### config.mk
export PLATFORM = sky130hd
export DESIGN_NAME = pifsw_sleep_ctrl
export DESIGN_NICKNAME = d
export VERILOG_FILES = /design/src/rtl/pifsw_pkg.sv /design/src/rtl/pifsw_flag_if.sv /design/src/rtl/pifsw_flag_bank.sv /design/src/rtl/pifsw_sleep_ctrl.sv
export SDC_FILE = /design/constraint.sdc
export NUM_CORES = 1
export LEC_CHECK = 0
export BUFFER_PORTS_ARGS = -buffer_cell sky130_fd_sc_hd__buf_2
export CORE_MARGIN = 4
export CORE_UTILIZATION = 40
export CTS_CLUSTER_SIZE = 24
export DETAILED_ROUTE_END_ITERATION = 8
export PLACE_DENSITY = 0.68
export SLEW_MARGIN = 20
export SYNTH_ARGS = -nofsm -noshare
export SYNTH_HDL_FRONTEND = slang
export SYNTH_SLANG_ARGS = --single-unit
### constraint.sdc
create_clock -name sys_clk -period 2.2 [get_ports sys_clk]
set_clock_uncertainty 0.2 [all_clocks]
set_input_delay 0.22 -clock sys_clk [delete_from_list [all_inputs] [get_ports sys_clk]]
set_output_delay 0.22 -clock sys_clk [all_outputs]
set_load 0.02 [all_outputs]
### src/rtl/pifsw_pkg.sv
// constants and types for peripheral interrupt flags and sleep/wake control
package pifsw_pkg;

  // ****************************************
  // register offsets (byte addresses)
  // ****************************************
  localparam int ADDR_W = 12;
  localparam logic [11:0] PERIPHERAL_FLAGS_0_OFS = 12'h70c;
  localparam logic [11:0] PERIPHERAL_FLAGS_1_OFS = 12'h70d;
  localparam logic [11:0] PERIPHERAL_FLAGS_2_OFS = 12'h70e;
  localparam logic [11:0] PERIPHERAL_ENABLES_0_OFS = 12'h716;
  localparam logic [11:0] PERIPHERAL_ENABLES_1_OFS = 12'h717;
  localparam logic [11:0] PERIPHERAL_ENABLES_2_OFS = 12'h718;
  localparam logic [11:0] CORE_CTRL_OFS = 12'h700;
  localparam logic [11:0] SLEEP_STATUS_OFS = 12'h701;
  localparam logic [11:0] OSC_FORCE_OFS = 12'h702;
  localparam logic [11:0] CONVERTER_CTRL_OFS = 12'h703;

  // ****************************************
  // register select codes
  // ****************************************
  localparam logic [3:0] SEL_NONE = 4'h0;
  localparam logic [3:0] SEL_FLAG0 = 4'h1;
  localparam logic [3:0] SEL_ENABLE0 = 4'h4;
  localparam logic [3:0] SEL_CTRL = 4'h7;
  localparam logic [3:0] SEL_STATUS = 4'h8;
  localparam logic [3:0] SEL_OSC = 4'h9;
  localparam logic [3:0] SEL_CONV = 4'ha;

  // ****************************************
  // field positions
  // ****************************************
  localparam int TIMER0_FLAG_BIT = 5;
  localparam int CHANGE_NOTIFY_BIT = 4;
  localparam int EXT_INT_FLAG_BIT = 0;
  localparam int CAPCMP1_FLAG_BIT = 7;
  localparam int TIMER2_FLAG_BIT = 6;
  localparam int TIMER1_FLAG_BIT = 5;
  localparam int SERIAL_RX_FLAG_BIT = 4;
  localparam int SERIAL_TX_FLAG_BIT = 3;
  localparam int BUS_COLLISION_FLAG_BIT = 2;
  localparam int SYNC_SERIAL_FLAG_BIT = 1;
  localparam int CONVERTER_FLAG_BIT = 0;
  localparam int CAPCMP2_FLAG_BIT = 7;
  localparam int MEM_OP_DONE_FLAG_BIT = 6;
  localparam int TIMER_GATE_FLAG_BIT = 5;
  localparam int GLOBAL_IRQ_ENABLE_BIT = 7;
  localparam int PERIPH_IRQ_ENABLE_BIT = 6;
  localparam int TIMEOUT_STATUS_BIT = 4;
  localparam int POWER_DOWN_STATUS_BIT = 3;
  localparam int ASLEEP_BIT = 0;
  localparam int HIGH_OSC_FORCE_BIT = 2;
  localparam int MID_OSC_FORCE_BIT = 1;
  localparam int LOW_OSC_FORCE_BIT = 0;
  localparam int CONVERTER_RC_CLOCK_BIT = 1;
  localparam int CONVERTER_ON_BIT = 0;

  // ****************************************
  // masks and reset values
  // ****************************************
  localparam logic [2:0][7:0] FLAG_IMPL_MASK = {8'he0, 8'hff, 8'h31};
  localparam logic [2:0][7:0] FLAG_LEVEL_MASK = {8'h00, 8'h18, 8'h10};
  localparam logic [7:0] FLAG_RESET = 8'h00;
  localparam logic [7:0] ENABLE_RESET = 8'h00;
  localparam logic [7:0] CTRL_RESET = 8'h00;
  localparam logic [7:0] OSC_FORCE_RESET = 8'h00;
  localparam logic [7:0] CONV_CTRL_RESET = 8'h00;
  localparam logic STATUS_BIT_RESET = 1'b1;

  // ****************************************
  // types
  // ****************************************
  typedef enum logic [1:0] {
    CCP_CAPTURE,
    CCP_COMPARE,
    CCP_PWM,
    CCP_OFF
  } pifsw_ccp_mode_type;

  typedef enum logic {
    PWR_RUN,
    PWR_SLEEP
  } pifsw_pwr_state_type;

endpackage

### src/rtl/pifsw_flag_if.sv
// carrier between the sleep controller and its flag/enable bank
`timescale 1ns/100ps
interface pifsw_flag_if;
  logic wrEn;
  logic [3:0] wrSel;
  logic [7:0] wrData;
  logic [2:0][7:0] stickyEvent;
  logic [2:0][7:0] levelValue;
  logic ccpCapture;
  logic ccpMatch;
  logic ccpTrail;
  pifsw_pkg::pifsw_ccp_mode_type ccpMode;
  logic gateActive;
  logic [2:0][7:0] flags;
  logic [2:0][7:0] enables;

  modport bank (
    input wrEn, wrSel, wrData, stickyEvent, levelValue,
    input ccpCapture, ccpMatch, ccpTrail, ccpMode, gateActive,
    output flags, enables
  );
  modport ctrl (
    output wrEn, wrSel, wrData, stickyEvent, levelValue,
    output ccpCapture, ccpMatch, ccpTrail, ccpMode, gateActive,
    input flags, enables
  );
endinterface

### src/rtl/pifsw_flag_bank.sv
// peripheral flag and enable register bank
`timescale 1ns/100ps
module pifsw_flag_bank (
  // clock and reset
  input wire logic sys_clk,
  input wire logic nrst,
  // controller side
  pifsw_flag_if.bank fb
);

  typedef struct packed {
    logic [2:0][7:0] flags;
    logic [2:0][7:0] enables;
    logic gatePrev;
  } pifsw_bank_state_type;

  pifsw_bank_state_type bank_reg;
  pifsw_bank_state_type bank_next;

  // ****************************************
  // flag set and clear
  // ****************************************
  always_comb begin
    logic ccpEvent;
    logic gateFall;
    logic [2:0][7:0] hwSet;
    ccpEvent = 1'b0;
    gateFall = 1'b0;
    hwSet = fb.stickyEvent;
    bank_next = bank_reg;
    bank_next.gatePrev = fb.gateActive;
    case (fb.ccpMode)
      pifsw_pkg::CCP_CAPTURE: begin
        ccpEvent = fb.ccpCapture;
      end
      pifsw_pkg::CCP_COMPARE: begin
        ccpEvent = fb.ccpMatch;
      end
      pifsw_pkg::CCP_PWM: begin
        ccpEvent = fb.ccpTrail;
      end
      default: begin
        ccpEvent = 1'b0;
      end
    endcase
    gateFall = bank_reg.gatePrev & ~fb.gateActive;
    hwSet[2][pifsw_pkg::CAPCMP2_FLAG_BIT] = ccpEvent;
    hwSet[2][pifsw_pkg::TIMER_GATE_FLAG_BIT] = gateFall;
    for (int r = 0; r < 3; r++) begin
      if (fb.wrEn && fb.wrSel == 4'(pifsw_pkg::SEL_FLAG0 + 4'(r))) begin
        bank_next.flags[r] = fb.wrData;
      end
      // set wins over a software clear in the same cycle, enables ignored
      bank_next.flags[r] = bank_next.flags[r] | hwSet[r];
      // read-only level bits follow their source only
      bank_next.flags[r] = (bank_next.flags[r] & ~pifsw_pkg::FLAG_LEVEL_MASK[r]) |
                           (fb.levelValue[r] & pifsw_pkg::FLAG_LEVEL_MASK[r]);
      bank_next.flags[r] = bank_next.flags[r] & pifsw_pkg::FLAG_IMPL_MASK[r];
      if (fb.wrEn && fb.wrSel == 4'(pifsw_pkg::SEL_ENABLE0 + 4'(r))) begin
        bank_next.enables[r] = fb.wrData & pifsw_pkg::FLAG_IMPL_MASK[r];
      end
    end
  end

  always_ff @(posedge sys_clk or negedge nrst) begin
    if (!nrst) begin
      bank_reg.flags <= {3{pifsw_pkg::FLAG_RESET}};
      bank_reg.enables <= {3{pifsw_pkg::ENABLE_RESET}};
      bank_reg.gatePrev <= 1'b0;
    end else begin
      bank_reg <= bank_next;
    end
  end

  assign fb.flags = bank_reg.flags;
  assign fb.enables = bank_reg.enables;

endmodule

### src/rtl/pifsw_sleep_ctrl.sv
// interrupt request, sleep entry and wake-up control with register port
//
// The plain strobed port is this design's own decision.
`timescale 1ns/100ps

module pifsw_sleep_ctrl #(
  parameter int NUM_PORTS = 3
) (
  // clock and reset
  input wire logic sys_clk,
  input wire logic nrst,
  // register port
  input wire logic [11:0] regAddr,
  input wire logic [7:0] regWrData,
  input wire logic regWr,
  input wire logic regRd,
  output logic [7:0] regRdData,
  // core handshake
  input wire logic sleepExec,
  output logic irqToCore,
  output logic wakeUp,
  output logic isrAfterWake,
  output logic cpuClkEn,
  output logic sysClkEn,
  // watchdog
  input wire logic wdtTimeout,
  output logic wdtClear,
  // reset sources
  input wire logic masterResetPin,
  input wire logic brownoutReset,
  input wire logic powerOnReset,
  output logic deviceResetReq,
  // oscillators
  input wire logic lowOscReq,
  input wire logic midOscReq,
  input wire logic highOscReq,
  output logic lowOscEn,
  output logic midOscEn,
  output logic highOscEn,
  // converter
  input wire logic converterEvent,
  output logic converterAbort,
  output logic converterPowerEn,
  // io ports
  input wire logic [NUM_PORTS-1:0] portPeriphActive,
  output logic [NUM_PORTS-1:0] portHold,
  // peripheral events
  input wire logic timer0Overflow,
  input wire logic changeNotifyPending,
  input wire logic extIntEvent,
  input wire logic capcmp1Event,
  input wire logic timer2Event,
  input wire logic timer1Event,
  input wire logic rxBufNotEmpty,
  input wire logic txBufEmpty,
  input wire logic busCollision,
  input wire logic syncSerialEvent,
  input wire logic capcmp2Capture,
  input wire logic capcmp2Match,
  input wire logic capcmp2PwmTrail,
  input wire logic [1:0] capcmp2Mode,
  input wire logic memOpDone,
  input wire logic timerGateActive
);

  typedef struct packed {
    pifsw_pkg::pifsw_pwr_state_type pwrState;
    logic globalIrqEnable;
    logic periphIrqEnable;
    logic powerDownStatus;
    logic timeoutStatus;
    logic [2:0] oscForce;
    logic converterRcClock;
    logic converterOnBit;
    logic [7:0] rdData;
    logic wakeUp;
    logic isrAfterWake;
    logic wdtClear;
    logic converterAbort;
    logic deviceResetReq;
  } pifsw_ctrl_state_type;

  pifsw_ctrl_state_type ctrl_reg;
  pifsw_ctrl_state_type ctrl_next;

  pifsw_flag_if fb ();

  // ****************************************
  // address decode
  // ****************************************
  function automatic logic [3:0] decodeSel(input logic [11:0] addr);
    logic [3:0] sel;
    sel = pifsw_pkg::SEL_NONE;
    if (addr == pifsw_pkg::PERIPHERAL_FLAGS_0_OFS) begin
      sel = pifsw_pkg::SEL_FLAG0;
    end else if (addr == pifsw_pkg::PERIPHERAL_FLAGS_1_OFS) begin
      sel = 4'(pifsw_pkg::SEL_FLAG0 + 4'h1);
    end else if (addr == pifsw_pkg::PERIPHERAL_FLAGS_2_OFS) begin
      sel = 4'(pifsw_pkg::SEL_FLAG0 + 4'h2);
    end else if (addr == pifsw_pkg::PERIPHERAL_ENABLES_0_OFS) begin
      sel = pifsw_pkg::SEL_ENABLE0;
    end else if (addr == pifsw_pkg::PERIPHERAL_ENABLES_1_OFS) begin
      sel = 4'(pifsw_pkg::SEL_ENABLE0 + 4'h1);
    end else if (addr == pifsw_pkg::PERIPHERAL_ENABLES_2_OFS) begin
      sel = 4'(pifsw_pkg::SEL_ENABLE0 + 4'h2);
    end else if (addr == pifsw_pkg::CORE_CTRL_OFS) begin
      sel = pifsw_pkg::SEL_CTRL;
    end else if (addr == pifsw_pkg::SLEEP_STATUS_OFS) begin
      sel = pifsw_pkg::SEL_STATUS;
    end else if (addr == pifsw_pkg::OSC_FORCE_OFS) begin
      sel = pifsw_pkg::SEL_OSC;
    end else if (addr == pifsw_pkg::CONVERTER_CTRL_OFS) begin
      sel = pifsw_pkg::SEL_CONV;
    end
    return sel;
  endfunction

  // ****************************************
  // flag bank hookup
  // ****************************************
  logic [3:0] wrSel;
  logic [3:0] rdSel;
  assign wrSel = decodeSel(regAddr);
  assign rdSel = wrSel;

  assign fb.wrEn = regWr;
  assign fb.wrSel = wrSel;
  assign fb.wrData = regWrData;
  assign fb.ccpCapture = capcmp2Capture;
  assign fb.ccpMatch = capcmp2Match;
  assign fb.ccpTrail = capcmp2PwmTrail;
  assign fb.ccpMode = pifsw_pkg::pifsw_ccp_mode_type'(capcmp2Mode);
  assign fb.gateActive = timerGateActive;
  assign fb.stickyEvent[0] = {2'b00, timer0Overflow, 4'h0, extIntEvent};
  assign fb.stickyEvent[1] = {capcmp1Event, timer2Event, timer1Event, 2'b00,
                              busCollision, syncSerialEvent, converterEvent};
  assign fb.stickyEvent[2] = {1'b0, memOpDone, 6'h00};
  assign fb.levelValue[0] = {3'b000, changeNotifyPending, 4'h0};
  assign fb.levelValue[1] = {3'b000, rxBufNotEmpty, txBufEmpty, 3'b000};
  assign fb.levelValue[2] = 8'h00;

  pifsw_flag_bank u_flag_bank (
    .sys_clk(sys_clk),
    .nrst(nrst),
    .fb(fb.bank)
  );

  // ****************************************
  // request forming
  // ****************************************
  logic [2:0] regPending;
  logic wakeRequest;
  logic pendingInBlock;

  generate
    for (genvar r = 0; r < 3; r++) begin : g_pend
      assign regPending[r] = |(fb.flags[r] & fb.enables[r]);
    end
  endgenerate

  // wake ignores both global and peripheral enable gates
  assign wakeRequest = |regPending;
  assign pendingInBlock = regPending[0] | (ctrl_reg.periphIrqEnable & (regPending[1] | regPending[2]));
  assign irqToCore = ctrl_reg.globalIrqEnable & pendingInBlock & (ctrl_reg.pwrState == pifsw_pkg::PWR_RUN);

  // ****************************************
  // control and sleep sequencing
  // ****************************************
  always_comb begin
    logic [7:0] rdValue;
    rdValue = 8'h00;
    ctrl_next = ctrl_reg;
    ctrl_next.wakeUp = 1'b0;
    ctrl_next.isrAfterWake = 1'b0;
    ctrl_next.wdtClear = 1'b0;
    ctrl_next.converterAbort = 1'b0;
    ctrl_next.deviceResetReq = masterResetPin | brownoutReset | powerOnReset;

    if (regWr) begin
      if (wrSel == pifsw_pkg::SEL_CTRL) begin
        ctrl_next.globalIrqEnable = regWrData[pifsw_pkg::GLOBAL_IRQ_ENABLE_BIT];
        ctrl_next.periphIrqEnable = regWrData[pifsw_pkg::PERIPH_IRQ_ENABLE_BIT];
      end else if (wrSel == pifsw_pkg::SEL_OSC) begin
        ctrl_next.oscForce = {regWrData[pifsw_pkg::HIGH_OSC_FORCE_BIT],
                              regWrData[pifsw_pkg::MID_OSC_FORCE_BIT],
                              regWrData[pifsw_pkg::LOW_OSC_FORCE_BIT]};
      end else if (wrSel == pifsw_pkg::SEL_CONV) begin
        ctrl_next.converterRcClock = regWrData[pifsw_pkg::CONVERTER_RC_CLOCK_BIT];
        ctrl_next.converterOnBit = regWrData[pifsw_pkg::CONVERTER_ON_BIT];
      end
    end

    case (ctrl_reg.pwrState)
      pifsw_pkg::PWR_RUN: begin
        if (sleepExec) begin
          if (wakeRequest && !ctrl_reg.globalIrqEnable) begin
            ctrl_next.pwrState = pifsw_pkg::PWR_RUN;
          end else begin
            ctrl_next.pwrState = pifsw_pkg::PWR_SLEEP;
            ctrl_next.powerDownStatus = 1'b0;
            ctrl_next.timeoutStatus = 1'b1;
            ctrl_next.wdtClear = 1'b1;
            ctrl_next.converterAbort = ctrl_reg.converterOnBit & ~ctrl_reg.converterRcClock;
          end
        end
      end
      pifsw_pkg::PWR_SLEEP: begin
        if (wdtTimeout || wakeRequest) begin
          if (wdtTimeout) begin
            ctrl_next.timeoutStatus = 1'b0;
            ctrl_next.powerDownStatus = 1'b0;
          end
          ctrl_next.pwrState = pifsw_pkg::PWR_RUN;
          ctrl_next.wdtClear = 1'b1;
          ctrl_next.wakeUp = 1'b1;
          ctrl_next.isrAfterWake = ctrl_reg.globalIrqEnable & wakeRequest;
        end
      end
      default: begin
        ctrl_next.pwrState = pifsw_pkg::PWR_RUN;
      end
    endcase

    if (rdSel >= pifsw_pkg::SEL_FLAG0 && rdSel < pifsw_pkg::SEL_ENABLE0) begin
      rdValue = fb.flags[2'(rdSel - pifsw_pkg::SEL_FLAG0)];
    end else if (rdSel >= pifsw_pkg::SEL_ENABLE0 && rdSel < pifsw_pkg::SEL_CTRL) begin
      rdValue = fb.enables[2'(rdSel - pifsw_pkg::SEL_ENABLE0)];
    end else if (rdSel == pifsw_pkg::SEL_CTRL) begin
      rdValue[pifsw_pkg::GLOBAL_IRQ_ENABLE_BIT] = ctrl_reg.globalIrqEnable;
      rdValue[pifsw_pkg::PERIPH_IRQ_ENABLE_BIT] = ctrl_reg.periphIrqEnable;
    end else if (rdSel == pifsw_pkg::SEL_STATUS) begin
      rdValue[pifsw_pkg::TIMEOUT_STATUS_BIT] = ctrl_reg.timeoutStatus;
      rdValue[pifsw_pkg::POWER_DOWN_STATUS_BIT] = ctrl_reg.powerDownStatus;
      rdValue[pifsw_pkg::ASLEEP_BIT] = (ctrl_reg.pwrState == pifsw_pkg::PWR_SLEEP);
    end else if (rdSel == pifsw_pkg::SEL_OSC) begin
      rdValue[pifsw_pkg::HIGH_OSC_FORCE_BIT] = ctrl_reg.oscForce[2];
      rdValue[pifsw_pkg::MID_OSC_FORCE_BIT] = ctrl_reg.oscForce[1];
      rdValue[pifsw_pkg::LOW_OSC_FORCE_BIT] = ctrl_reg.oscForce[0];
    end else if (rdSel == pifsw_pkg::SEL_CONV) begin
      rdValue[pifsw_pkg::CONVERTER_RC_CLOCK_BIT] = ctrl_reg.converterRcClock;
      rdValue[pifsw_pkg::CONVERTER_ON_BIT] = ctrl_reg.converterOnBit;
    end
    ctrl_next.rdData = regRd ? rdValue : 8'h00;
  end

  always_ff @(posedge sys_clk or negedge nrst) begin
    if (!nrst) begin
      ctrl_reg.pwrState <= pifsw_pkg::PWR_RUN;
      ctrl_reg.globalIrqEnable <= pifsw_pkg::CTRL_RESET[pifsw_pkg::GLOBAL_IRQ_ENABLE_BIT];
      ctrl_reg.periphIrqEnable <= pifsw_pkg::CTRL_RESET[pifsw_pkg::PERIPH_IRQ_ENABLE_BIT];
      ctrl_reg.powerDownStatus <= pifsw_pkg::STATUS_BIT_RESET;
      ctrl_reg.timeoutStatus <= pifsw_pkg::STATUS_BIT_RESET;
      ctrl_reg.oscForce <= pifsw_pkg::OSC_FORCE_RESET[2:0];
      ctrl_reg.converterRcClock <= pifsw_pkg::CONV_CTRL_RESET[pifsw_pkg::CONVERTER_RC_CLOCK_BIT];
      ctrl_reg.converterOnBit <= pifsw_pkg::CONV_CTRL_RESET[pifsw_pkg::CONVERTER_ON_BIT];
      ctrl_reg.rdData <= 8'h00;
      ctrl_reg.wakeUp <= 1'b0;
      ctrl_reg.isrAfterWake <= 1'b0;
      ctrl_reg.wdtClear <= 1'b0;
      ctrl_reg.converterAbort <= 1'b0;
      ctrl_reg.deviceResetReq <= 1'b0;
    end else begin
      ctrl_reg <= ctrl_next;
    end
  end

  // ****************************************
  // outputs
  // ****************************************
  logic asleep;
  assign asleep = (ctrl_reg.pwrState == pifsw_pkg::PWR_SLEEP);

  assign regRdData = ctrl_reg.rdData;
  assign wakeUp = ctrl_reg.wakeUp;
  assign isrAfterWake = ctrl_reg.isrAfterWake;
  assign wdtClear = ctrl_reg.wdtClear;
  assign deviceResetReq = ctrl_reg.deviceResetReq;
  assign converterAbort = ctrl_reg.converterAbort;
  assign cpuClkEn = ~asleep;
  assign sysClkEn = ~asleep;
  assign lowOscEn = ~asleep | lowOscReq | ctrl_reg.oscForce[0];
  assign midOscEn = ~asleep | midOscReq | ctrl_reg.oscForce[1];
  assign highOscEn = ~asleep | highOscReq | ctrl_reg.oscForce[2];
  // on bit stays set while the converter is powered down
  assign converterPowerEn = ctrl_reg.converterOnBit & (~asleep | ctrl_reg.converterRcClock);
  assign portHold = asleep ? ~portPeriphActive : '0;

endmodule

==> flow_metrics.tcl, run 1 <==
set metrics [dict create \
    grt_antenna_before_repair 0 \
    dominantRegCellSynth "sky130_fd_sc_hd__dfrtp_1" \
    reg_to_reg_setup_timing_slack_ns 0.23 \
    cts_max_path_buffers 2 \
    route.vias.total 2783 \
    routedWlPerCell_um 16.2 \
    crit_fanout 10 \
    postLayoutCellArea_um2 4260 \
    postSynthNetCount 345 \
    finalWorstSetupSlack_ns -0.0150 \
    powerDensity_nw_per_um2 461 \
    reg2regPathDepth 6 \
    internal_power_w 0.00146 \
    power.ir.vdd_worst_mv 0.270 \
    detailed_place.area_um2 3720 \
    floorplan.initialDensity_pct 40.8 \
    critical_path.reg2reg.endpoint "converterAbort" \
    drt_wl_total_um 8560 \
    netlist_area_before_placement_um2 2950 \
    global_route_wire_length_before_repair_um 13500 \
    leakage_nw 1.99 \
    grt_max_degree 27 \
    synth_cell_types 57 \
    syn_avg_cell_area_um2 10.2 \
    setup.worst_path.end_class "flop" \
    worstSetupStartpointType "input pin" \
    crit_slowest_cell "sky130_fd_sc_hd__and4b_1" \
    first_global_vias 2731 \
    final_net_count 484 \
    fillers 625 \
    insertion_delay_ns 0.31 \
    grt_remaining_overflow 0 \
    antennaDiodeCount 0 \
    post_route_cells_drive_above_1_share_pct 43.5 \
    setup_viol_count_final 5 \
    final_common_cell "sky130_fd_sc_hd__buf_2" \
    worstPathRequired_ns 2.19 \
    cp_common_cell "sky130_fd_sc_hd__buf_4" \
    yosysSeqAreaShare_pct 44.3 \
    clock_buffers_created_by_tritoncts 5 \
    grt_usage_pct 19.5 \
    crit_start "regAddr[3]" \
    ctsHtreeMaxLevel 2 \
    fmax_mhz 451 \
    max_slew_headroom_pct 61.5 \
    synth-async-reset-ratio_pct 100 \
    max_cap_violations 0 \
    post-route-min-period_ns 2.21 \
    gpl.final_weighted_congestion 0.921 \
    power.share.sequential_pct 50.2 \
    rr_startpoint "u_flag_bank.fb.flags[5]" \
    detail-route-antenna-nets 0 \
    p_switching_w 0.000504 \
    timing.critical_path.arrival_ns 2.21 \
    clk_root_buffer_cell "sky130_fd_sc_hd__clkbuf_8" \
    share_comb_of_total_power_pct 15.7 \
    critical_path.cell_chain "buf_2, buf_4, and4b_1, a22oi_2, nor2_4, inv_2, ha_2, buf_4, o211ai_1, clkbuf_16, nor2_1, a211o_1" \
    flow.area_growth_from_synthesis_pct 44.7 \
    grt_setup_unrepaired "yes" \
    synth-warning-count 0 \
    hpwl_um 6410 \
    core-area_um2 7210 \
    power_switching_share_pct 25.6 \
    pre_cts_slack_ns -0.400 \
    clock_power_share_pct 34.1 \
    hold_viol_final 0 \
    violations "setup timing" \
    worst_margin_pin_slew_ns 0.578 \
    rows 31 \
    critical_path.max_stage_delay_ns 0.29 \
    number_of_remaining_drc_errors 0 \
    netlist_top_cells_area "sky130_fd_sc_hd__dfrtp_1 42%, sky130_fd_sc_hd__mux2_2 5.4%, sky130_fd_sc_hd__mux2_1 3.1%, sky130_fd_sc_hd__a211o_1 3.0%, sky130_fd_sc_hd__nor2_1 2.8%" \
    drt_pre_antenna_iters 6 \
    count_of_flip_flops_with_a_built_in_enable_after_synthesis 0 \
    fin_crit_sh_pct 101 \
    yosys.area.top_type "sky130_fd_sc_hd__dfrtp_1" \
    worst_setup_ep "u_flag_bank.fb.flags[10]" \
    most-common-layout-cells "75 x sky130_fd_sc_hd__buf_2, 51 x sky130_fd_sc_hd__buf_4, 50 x sky130_fd_sc_hd__dfrtp_1" \
    final_max_slew_viol_count 0 \
    seq_area_um2 1300 \
    footprint_of_the_multi_input_gates_um2 1600 \
    die_w_um 93.8 \
    register_bit_count_reported_by_yosys 52 \
    post_synth_inst_count 288 \
    io-pin-count 76 \
    vias_per_cell 5.28 \
    run_status "finished with violations" \
    fp.dieArea_um2 8800 \
    setup.worst_path.class "in -> reg" \
    placement.io_buffers 75 \
    hold_path_class "in -> reg" \
    fraction_of_synthesized_cell_area_taken_by_the_top_area_cell_type_pct 42.5 \
    tritoncts "done" \
    drt_iter0_markers 263 \
    die_height_um 93.8 \
    tritoncts_num_sinks 52 \
    path_clk_slew_ns 0.10 \
]
[how the worst min path moves through the flow]
stage | from | endpoint | slack (ns) | cells past startpoint
after floorplan | nrst | asleep | -0.28 | 0
final | regWrData[7] | u_flag_bank.fb.enables[15] | 0.007 | 2
after global routing | regWrData[7] | u_flag_bank.fb.enables[15] | 0.01 | 2
after CTS | regWrData[7] | u_flag_bank.fb.enables[23] | 0.003 | 2
after detailed placement | nrst | wakeUp | 0.06 | 1
after global placement | nrst | regRdData[3] | 0.06 | 1
[layout make-up]
| class | count | share of cell area, % |
|---|---|---|
| multi-input cells | 197 | 37.6 |
| flip-flops and latches | 52 | 30.6 |
| repair buffers | 154 | 24.8 |
| inverters | 17 | 1.50 |
| clock buffers | 6 | 1.70 |
| well taps | 99 | 2.91 |
| clock inverters | 2 | 0.910 |
[power by group through the flow]
| stage | clock network (W) | logic, W | registers (W) |
|---|---|---|---|
| after floorplan | 0 | 0.000118 | 0.00101 |
| after global placement | 0 | 0.000256 | 0.00100 |
| after CTS | 0.000681 | 0.000299 | 0.000986 |
| after detailed placement | 0 | 0.000259 | 0.00100 |
| final | 0.000671 | 0.000309 | 0.000986 |
| after global routing | 0.000724 | 0.000338 | 0.000989 |
[worst max-delay path, delay by kind of cell]
family | cells | cell delay [ns]
buffers and inverters | 5 | 0.70
AO/OA/AOI/OAI | 3 | 0.59
AND/OR/NAND/NOR | 3 | 0.51
adder cells (fa/ha/maj) | 1 | 0.19
[what timing repair did]
item	in CTS	in global routing
resized for setup	5	15
cloned	0	1
hold endpoints to repair	50	0
hold buffers	25	0
pin swaps	1	8
setup buffers	0	10
setup endpoints to repair	11	23
[per-layer routing]
layer	part of all wire [%]	up-vias	GRT usage, %
li1	-	1339	-
met3	5.9	17	2.96
met2	47	105	31.9
met4	2.5	0	6.14
met5	0	-	0
met1	44	1322	26.7
[stage by stage]
| step | utilization [%] | hold WS (ns) | cells | TNS (ns) | total power, W |
|---|---|---|---|---|---|
| 5_1_grt | 59.1 | 0.0131 | 527 | -0.804 | 0.00205 |
| 4_1_cts | 56.9 | 0.00270 | 516 | 0 | 0.00197 |
| 3_3_place_gp | 51.6 | 0.0555 | 483 | -11.16 | 0.00126 |
| 6_report | 59.1 | 0.00707 | 527 | -0.0337 | 0.00197 |
| 3_5_place_dp | 51.6 | 0.0584 | 483 | -12.07 | 0.00126 |
| 2_1_floorplan | - | -0.276 | 288 | -3.37 | 0.00113 |
[synth_stat cells (3+ instances only)]
cell,count
sky130_fd_sc_hd__dfrtp_1,50
sky130_fd_sc_hd__nor2_1,22
sky130_fd_sc_hd__nand2_1,18
sky130_fd_sc_hd__inv_1,16
sky130_fd_sc_hd__mux2_2,14
sky130_fd_sc_hd__nand3_1,11
sky130_fd_sc_hd__o211ai_1,11
sky130_fd_sc_hd__a211o_1,10
sky130_fd_sc_hd__buf_4,9
sky130_fd_sc_hd__mux2_1,8
sky130_fd_sc_hd__nand4_1,8
sky130_fd_sc_hd__clkbuf_1,7
sky130_fd_sc_hd__and3_1,6
sky130_fd_sc_hd__a21oi_1,5
sky130_fd_sc_hd__a22oi_1,5
sky130_fd_sc_hd__buf_2,5
sky130_fd_sc_hd__mux2i_1,5
sky130_fd_sc_hd__nor3_1,5
sky130_fd_sc_hd__or3_1,5
sky130_fd_sc_hd__a21boi_0,4
sky130_fd_sc_hd__ha_1,4
sky130_fd_sc_hd__nor4b_1,4
sky130_fd_sc_hd__o21ai_0,4
sky130_fd_sc_hd__and2_1,3
sky130_fd_sc_hd__and4b_1,3
sky130_fd_sc_hd__nand2b_1,3
sky130_fd_sc_hd__o221ai_1,3
[logic make-up after synthesis]
group | share of synthesized area [%]
flip-flops | 44.3
buffers and inverters | 6.33
AND/OR/NAND/NOR | 19.1
multiplexers | 10.1
adder cells (fa/ha/maj) | 1.70
XOR/XNOR | 0.850
AO/OA/AOI/OAI | 17.7
(Power assumes the default switching activity.)
==> run 2: changes to the inputs <==
--- a/config.mk
+++ b/config.mk
@@ -6,7 +6,7 @@
 export NUM_CORES = 1
 export LEC_CHECK = 0
 export BUFFER_PORTS_ARGS = -buffer_cell sky130_fd_sc_hd__buf_2
-export CORE_MARGIN = 4
+export CORE_MARGIN = 5
 export CORE_UTILIZATION = 40
 export CTS_CLUSTER_SIZE = 24
 export DETAILED_ROUTE_END_ITERATION = 8
==> run 2 against run 1 <==
Against the previous run: the flow still finishes with violations (setup timing); non-clock buffer count stayed put; core utilization up 1.3 points; via count grew 0.79%; register-to-register slack gained 0.02 ns.
==> flow_metrics.tcl, run 2 (same netlist as run 1, synthesis figures left out) <==
set metrics [dict create \
    final_net_count 484 \
    max_slew_headroom_pct 57.2 \
    clock_power_share_pct 30.5 \
    share_comb_of_total_power_pct 17.2 \
    power.ir.vdd_worst_mv 0.308 \
    ctsHtreeMaxLevel 2 \
    finalPower_w 0.00189 \
    drt_iter0_markers 257 \
    worstSetupStartpointType "input pin" \
    flow.area_growth_from_synthesis_pct 47.9 \
    leakage_nw 2.03 \
    first_global_vias 2801 \
    grt_antenna_before_repair 0 \
    hold_viol_final 0 \
    detail-route-antenna-nets 0 \
    drt_pre_antenna_iters 4 \
    cts_max_path_buffers 2 \
    tritoncts_num_sinks 52 \
    hold_path_class "in -> reg" \
    worstPathRequired_ns 2.20 \
    reg_to_reg_setup_timing_slack_ns 0.25 \
    critical_path.reg2reg.endpoint "converterAbort" \
    placement.io_buffers 75 \
    grt_max_degree 53 \
    grt_usage_pct 19.8 \
    crit_start "regAddr[3]" \
    worst_setup_ep "u_flag_bank.fb.flags[13]" \
    fmax_mhz 452 \
    holdPathStages 2 \
    gpl.final_weighted_congestion 0.935 \
    power_switching_share_pct 26.7 \
    reg2regPathDepth 6 \
    number_of_remaining_drc_errors 0 \
    floorplan.initialDensity_pct 40.8 \
    critical_path.max_stage_delay_ns 0.31 \
    grt_remaining_overflow 0 \
    fin_crit_sh_pct 101 \
    antennaDiodeCount 0 \
    p_switching_w 0.000504 \
    power.share.sequential_pct 52.3 \
    max_cap_violations 0 \
    hpwl_um 6600 \
    powerDensity_nw_per_um2 433 \
    core-area_um2 7210 \
    post-route-min-period_ns 2.21 \
    crit_slowest_cell "sky130_fd_sc_hd__and4b_1" \
    crit_fanout 8 \
    most-common-layout-cells "71 x sky130_fd_sc_hd__buf_2, 50 x sky130_fd_sc_hd__dfrtp_1, 49 x sky130_fd_sc_hd__buf_4" \
    path_clk_slew_ns 0.09 \
    worst_margin_pin_slew_ns 0.642 \
    final_common_cell "sky130_fd_sc_hd__buf_2" \
    die_height_um 95.8 \
    vias_per_cell 5.32 \
    io-pin-count 76 \
    route.vias.total 2805 \
    setup.worst_path.end_class "flop" \
    fillers 621 \
    drt_wl_total_um 9090 \
    critical_path.cell_chain "buf_6, buf_6, and4b_1, a22oi_2, nor2_4, inv_4, ha_4, buf_6, o211ai_1, clkbuf_16, nor2_1, a211o_1" \
    timing.critical_path.arrival_ns 2.21 \
    post_route_cells_drive_above_1_share_pct 46.0 \
    grt_setup_unrepaired "yes" \
    rr_startpoint "u_flag_bank.fb.flags[9]" \
    setup.worst_path.class "in -> reg" \
    clk_root_buffer_cell "sky130_fd_sc_hd__clkbuf_8" \
    violations "setup timing" \
    final_max_slew_viol_count 0 \
    rows 31 \
    clock_buffers_created_by_tritoncts 5 \
    tritoncts "done" \
    setup_viol_count_final 3 \
    internal_power_w 0.00138 \
    die_w_um 95.8 \
    cp_common_cell "sky130_fd_sc_hd__buf_6" \
    finalWorstSetupSlack_ns -0.0132 \
    insertion_delay_ns 0.31 \
    global_route_wire_length_before_repair_um 14000 \
    routedWlPerCell_um 17.2 \
    pre_cts_slack_ns -0.405 \
    run_status "finished with violations" \
    fp.dieArea_um2 9180 \
]
run 2: power by group through the flow:
stage | logic [W] | clock network (W) | registers [W]
6_report | 0.000325 | 0.000577 | 0.000987
4_1_cts | 0.000297 | 0.000589 | 0.000987
2_1_floorplan | 0.000118 | 0 | 0.00101
3_3_place_gp | 0.000261 | 0 | 0.00100
5_1_grt | 0.000356 | 0.000625 | 0.000989
3_5_place_dp | 0.000264 | 0 | 0.00101
run 2: cell type report:
class                           count  area, µm²  share of cell area [%]
Tap cell                           99        124                    2.84
Sequential cell                    52       1300                    29.9
Inverter                           17       66.3                    1.52
Clock inverter                      2       13.8                   0.316
Multi-Input combinational cell    197       1670                    38.3
Clock buffer                        6       82.6                    1.90
Timing Repair Buffer              154       1100                    25.2
run 2: worst min path at each step:
stage	startpoint	endpoint	slack [ns]
after detailed placement	changeNotifyPending	u_flag_bank.fb.flags[4]	0.13
after global routing	regWrData[6]	u_flag_bank.fb.enables[14]	0.008
final	regWrData[6]	u_flag_bank.fb.enables[14]	0.007
after global placement	changeNotifyPending	u_flag_bank.fb.flags[4]	0.13
after CTS	regWrData[7]	u_flag_bank.fb.enables[15]	0.003
after floorplan	nrst	asleep	-0.28
run 2: what timing repair did:
item / in CTS / in global routing
setup buffers: 2 / 9
hold buffers: 23 / 0
endpoints found under the setup margin: 9 / 26
pin swaps: 1 / 22
gates cloned: 0 / 1
hold endpoints to repair: 75 / 0
gates resized for setup: 8 / 36
run 2: worst max-delay path: cells and delay by family:
family | cells | cell delay [ns]
AOI/OAI and AO/OA | 3 | 0.59
adders and majority gates | 1 | 0.17
buffers and inverters | 5 | 0.68
and+or+nand+nor | 3 | 0.56
run 2: layer usage:
metal	wire length [µm]	vias up	part of all wire, %	global-route usage [%]
li1	-	1340	-	-
met1	3850	1351	42	26.5
met2	4530	97	50	32.8
met3	515	17	5.7	3.05
met4	183	0	2.0	6.40
met5	0	-	0	0
run 2: per-stage QoR:
stage                     area [µm²]  setup TNS (ns)  cells  util, %  hold WS (ns)
after global placement          3730           -9.25    484     51.7         0.128
final                           4360         -0.0245    527     60.4       0.00691
after CTS                       4110         -0.0147    517     57.0       0.00296
after global routing            4360          -0.395    527     60.4       0.00750
after detailed placement        3730           -9.70    484     51.7         0.129
after floorplan                 3040           -3.37    288        -        -0.276
==> run 3: changes to the inputs <==
--- a/config.mk
+++ b/config.mk
@@ -6,11 +6,13 @@
 export NUM_CORES = 1
 export LEC_CHECK = 0
 export BUFFER_PORTS_ARGS = -buffer_cell sky130_fd_sc_hd__buf_2
+export CELL_PAD_IN_SITES_DETAIL_PLACEMENT = 1
+export CELL_PAD_IN_SITES_GLOBAL_PLACEMENT = 2
 export CORE_MARGIN = 5
-export CORE_UTILIZATION = 40
+export CORE_UTILIZATION = 33
 export CTS_CLUSTER_SIZE = 24
 export DETAILED_ROUTE_END_ITERATION = 8
-export PLACE_DENSITY = 0.68
+export PLACE_DENSITY = 0.85
 export SLEW_MARGIN = 20
 export SYNTH_ARGS = -nofsm -noshare
 export SYNTH_HDL_FRONTEND = slang
==> run 3 against run 2 <==
Against the previous run: the run still ends with setup timing left; final area increased by 1.6%; via count increased by 2.4%; critical endpoint is now irqToCore; critical path type is now reg -> out; largest power group unchanged; final cell count increased by 3.2%.
==> flow_metrics.tcl, run 3 (same netlist as run 1, synthesis figures left out) <==
set metrics [dict create \
    final_common_cell "sky130_fd_sc_hd__buf_2" \
    clk_root_buffer_cell "sky130_fd_sc_hd__clkbuf_8" \
    grt_setup_unrepaired "yes" \
    tritoncts "done" \
    hold_viol_final 0 \
    finish.utilization_pct 50.7 \
    worstPathRequired_ns 1.78 \
    die_height_um 104 \
    first_global_vias 3050 \
    setup_viol_count_final 1 \
    gpl.final_weighted_congestion 0.845 \
    critical_path.max_stage_delay_ns 0.46 \
    powerDensity_nw_per_um2 451 \
    violations "setup timing" \
    critical_path.reg2reg.endpoint "wdtClear" \
    leakage_nw 2.07 \
    setup.worst_path.end_class "output port" \
    setup.worst_path.class "reg -> out" \
    core-area_um2 8720 \
    fmax_mhz 454 \
    route.vias.total 2873 \
    flow.area_growth_from_synthesis_pct 50.3 \
    power.ir.vdd_worst_mv 0.318 \
    grt_remaining_overflow 0 \
    placement.io_buffers 75 \
    fp.dieArea_um2 10900 \
    global_route_wire_length_before_repair_um 16300 \
    tritoncts_num_sinks 52 \
    most-common-layout-cells "70 x sky130_fd_sc_hd__buf_2, 58 x sky130_fd_sc_hd__buf_4, 50 x sky130_fd_sc_hd__dfrtp_1" \
    rr_startpoint "u_flag_bank.fb.flags[5]" \
    floorplan.initialDensity_pct 33.8 \
    fin_hold_ws_ns 0.00732 \
    vias_per_cell 5.28 \
    drt_iter0_markers 153 \
    crit_start "u_flag_bank.fb.flags[5]" \
    io-pin-count 76 \
    post_route_cells_drive_above_1_share_pct 45.9 \
    run_status "finished with violations" \
    path_clk_slew_ns 0.10 \
    drt_wl_total_um 10100 \
    number_of_remaining_drc_errors 0 \
    worstSetupStartpointType "flop" \
    insertion_delay_ns 0.31 \
    detailed_place.area_um2 3750 \
    detail-route-antenna-nets 0 \
    antennaDiodeCount 0 \
    critical_path.cell_chain "a222oi_1, buf_4, nor2b_1, nor4b_1, buf_2" \
    hold_path_class "in -> reg" \
    reg_to_reg_setup_timing_slack_ns 0.16 \
    cp_num_buf_inv 2 \
    critical_path_depth 5 \
    worst_setup_ep "irqToCore" \
    drt_pre_antenna_iters 5 \
    final_max_slew_viol_count 0 \
    fin_crit_sh_pct 100 \
    grt_max_degree 31 \
    crit_fanout 3 \
    rows 34 \
    finalWorstSetupSlack_ns -0.00168 \
    grt_usage_pct 18.3 \
    worst_margin_pin_slew_ns 0.695 \
    die_w_um 104 \
    final_net_count 492 \
    path_delay_family "compound AO/OA/AOI/OAI gates" \
    max_cap_violations 0 \
    postLayoutCellArea_um2 4430 \
    clock_buffers_created_by_tritoncts 5 \
    timing.critical_path.arrival_ns 1.78 \
    timing.setup.tns_ns -0.00168 \
    routedWlPerCell_um 18.6 \
    cts_max_path_buffers 2 \
    reg2regPathDepth 5 \
    crit_slowest_cell "sky130_fd_sc_hd__a222oi_1" \
    hpwl_um 7730 \
    post-route-min-period_ns 2.20 \
    ctsHtreeMaxLevel 2 \
    max_slew_headroom_pct 53.6 \
    grt_antenna_before_repair 0 \
]
run 3: routing by layer:
metal	vias to the layer above	GRT usage (%)	part of all wire [%]
met4	0	4.63	1.6
li1	1354	-	-
met2	77	29.4	48
met3	10	2.48	3.7
met5	-	0	0
met1	1432	25.8	47
run 3: tightest hold or removal path, cell delays in order:
cell,delay [ns]
sky130_fd_sc_hd__buf_2,0.10
sky130_fd_sc_hd__nand2_1,0.06
sky130_fd_sc_hd__a21boi_0,0.12
run 3: where the power goes:
part	total (W)	leakage [nW]	switching, W	internal [W]
clock	0.000675	0.0558	0.000330	0.000345
sequential	0.000986	0.643	0.0000107	0.000976
combinational	0.000335	1.37	0.000179	0.000155
run 3: final cells by class:
type                       count  area (µm²)
timing repair buffer         162        1150
inverter                      17        66.3
fill                         974        4300
tap                          108         135
sequential                    52        1300
clock inverter                 2        38.8
clock buffer                   6        72.6
multi-input combinational    197        1660
run 3: worst min path at each step:
stage | cells past startpoint | end | start | slack (ns)
2_1_floorplan | 0 | asleep | nrst | -0.28
3_3_place_gp | 1 | regRdData[3] | nrst | 0.1
3_5_place_dp | 1 | regRdData[3] | nrst | 0.11
4_1_cts | 3 | ctrl_reg[18] | wdtTimeout | 0.002
5_1_grt | 3 | ctrl_reg[18] | wdtTimeout | 0.02
6_report | 3 | ctrl_reg[18] | wdtTimeout | 0.007
run 3: timing repair:
action | 4_1_cts | 5_1_grt
gates resized for setup | 12 | 29
endpoints found under the setup margin | 26 | 17
hold buffers | 24 | 0
buffers inserted | 0 | 18
endpoints found under the hold margin | 51 | 0
pin swaps | 5 | 17
run 3: per-stage QoR:
stage          cells  power (W)  setup WS, ns
2_1_floorplan    288    0.00113        -0.338
3_3_place_gp     494    0.00127        -0.399
3_5_place_dp     494    0.00128        -0.518
4_1_cts          526    0.00199       0.00234
5_1_grt          544    0.00209        -0.120
6_report         544    0.00200      -0.00168
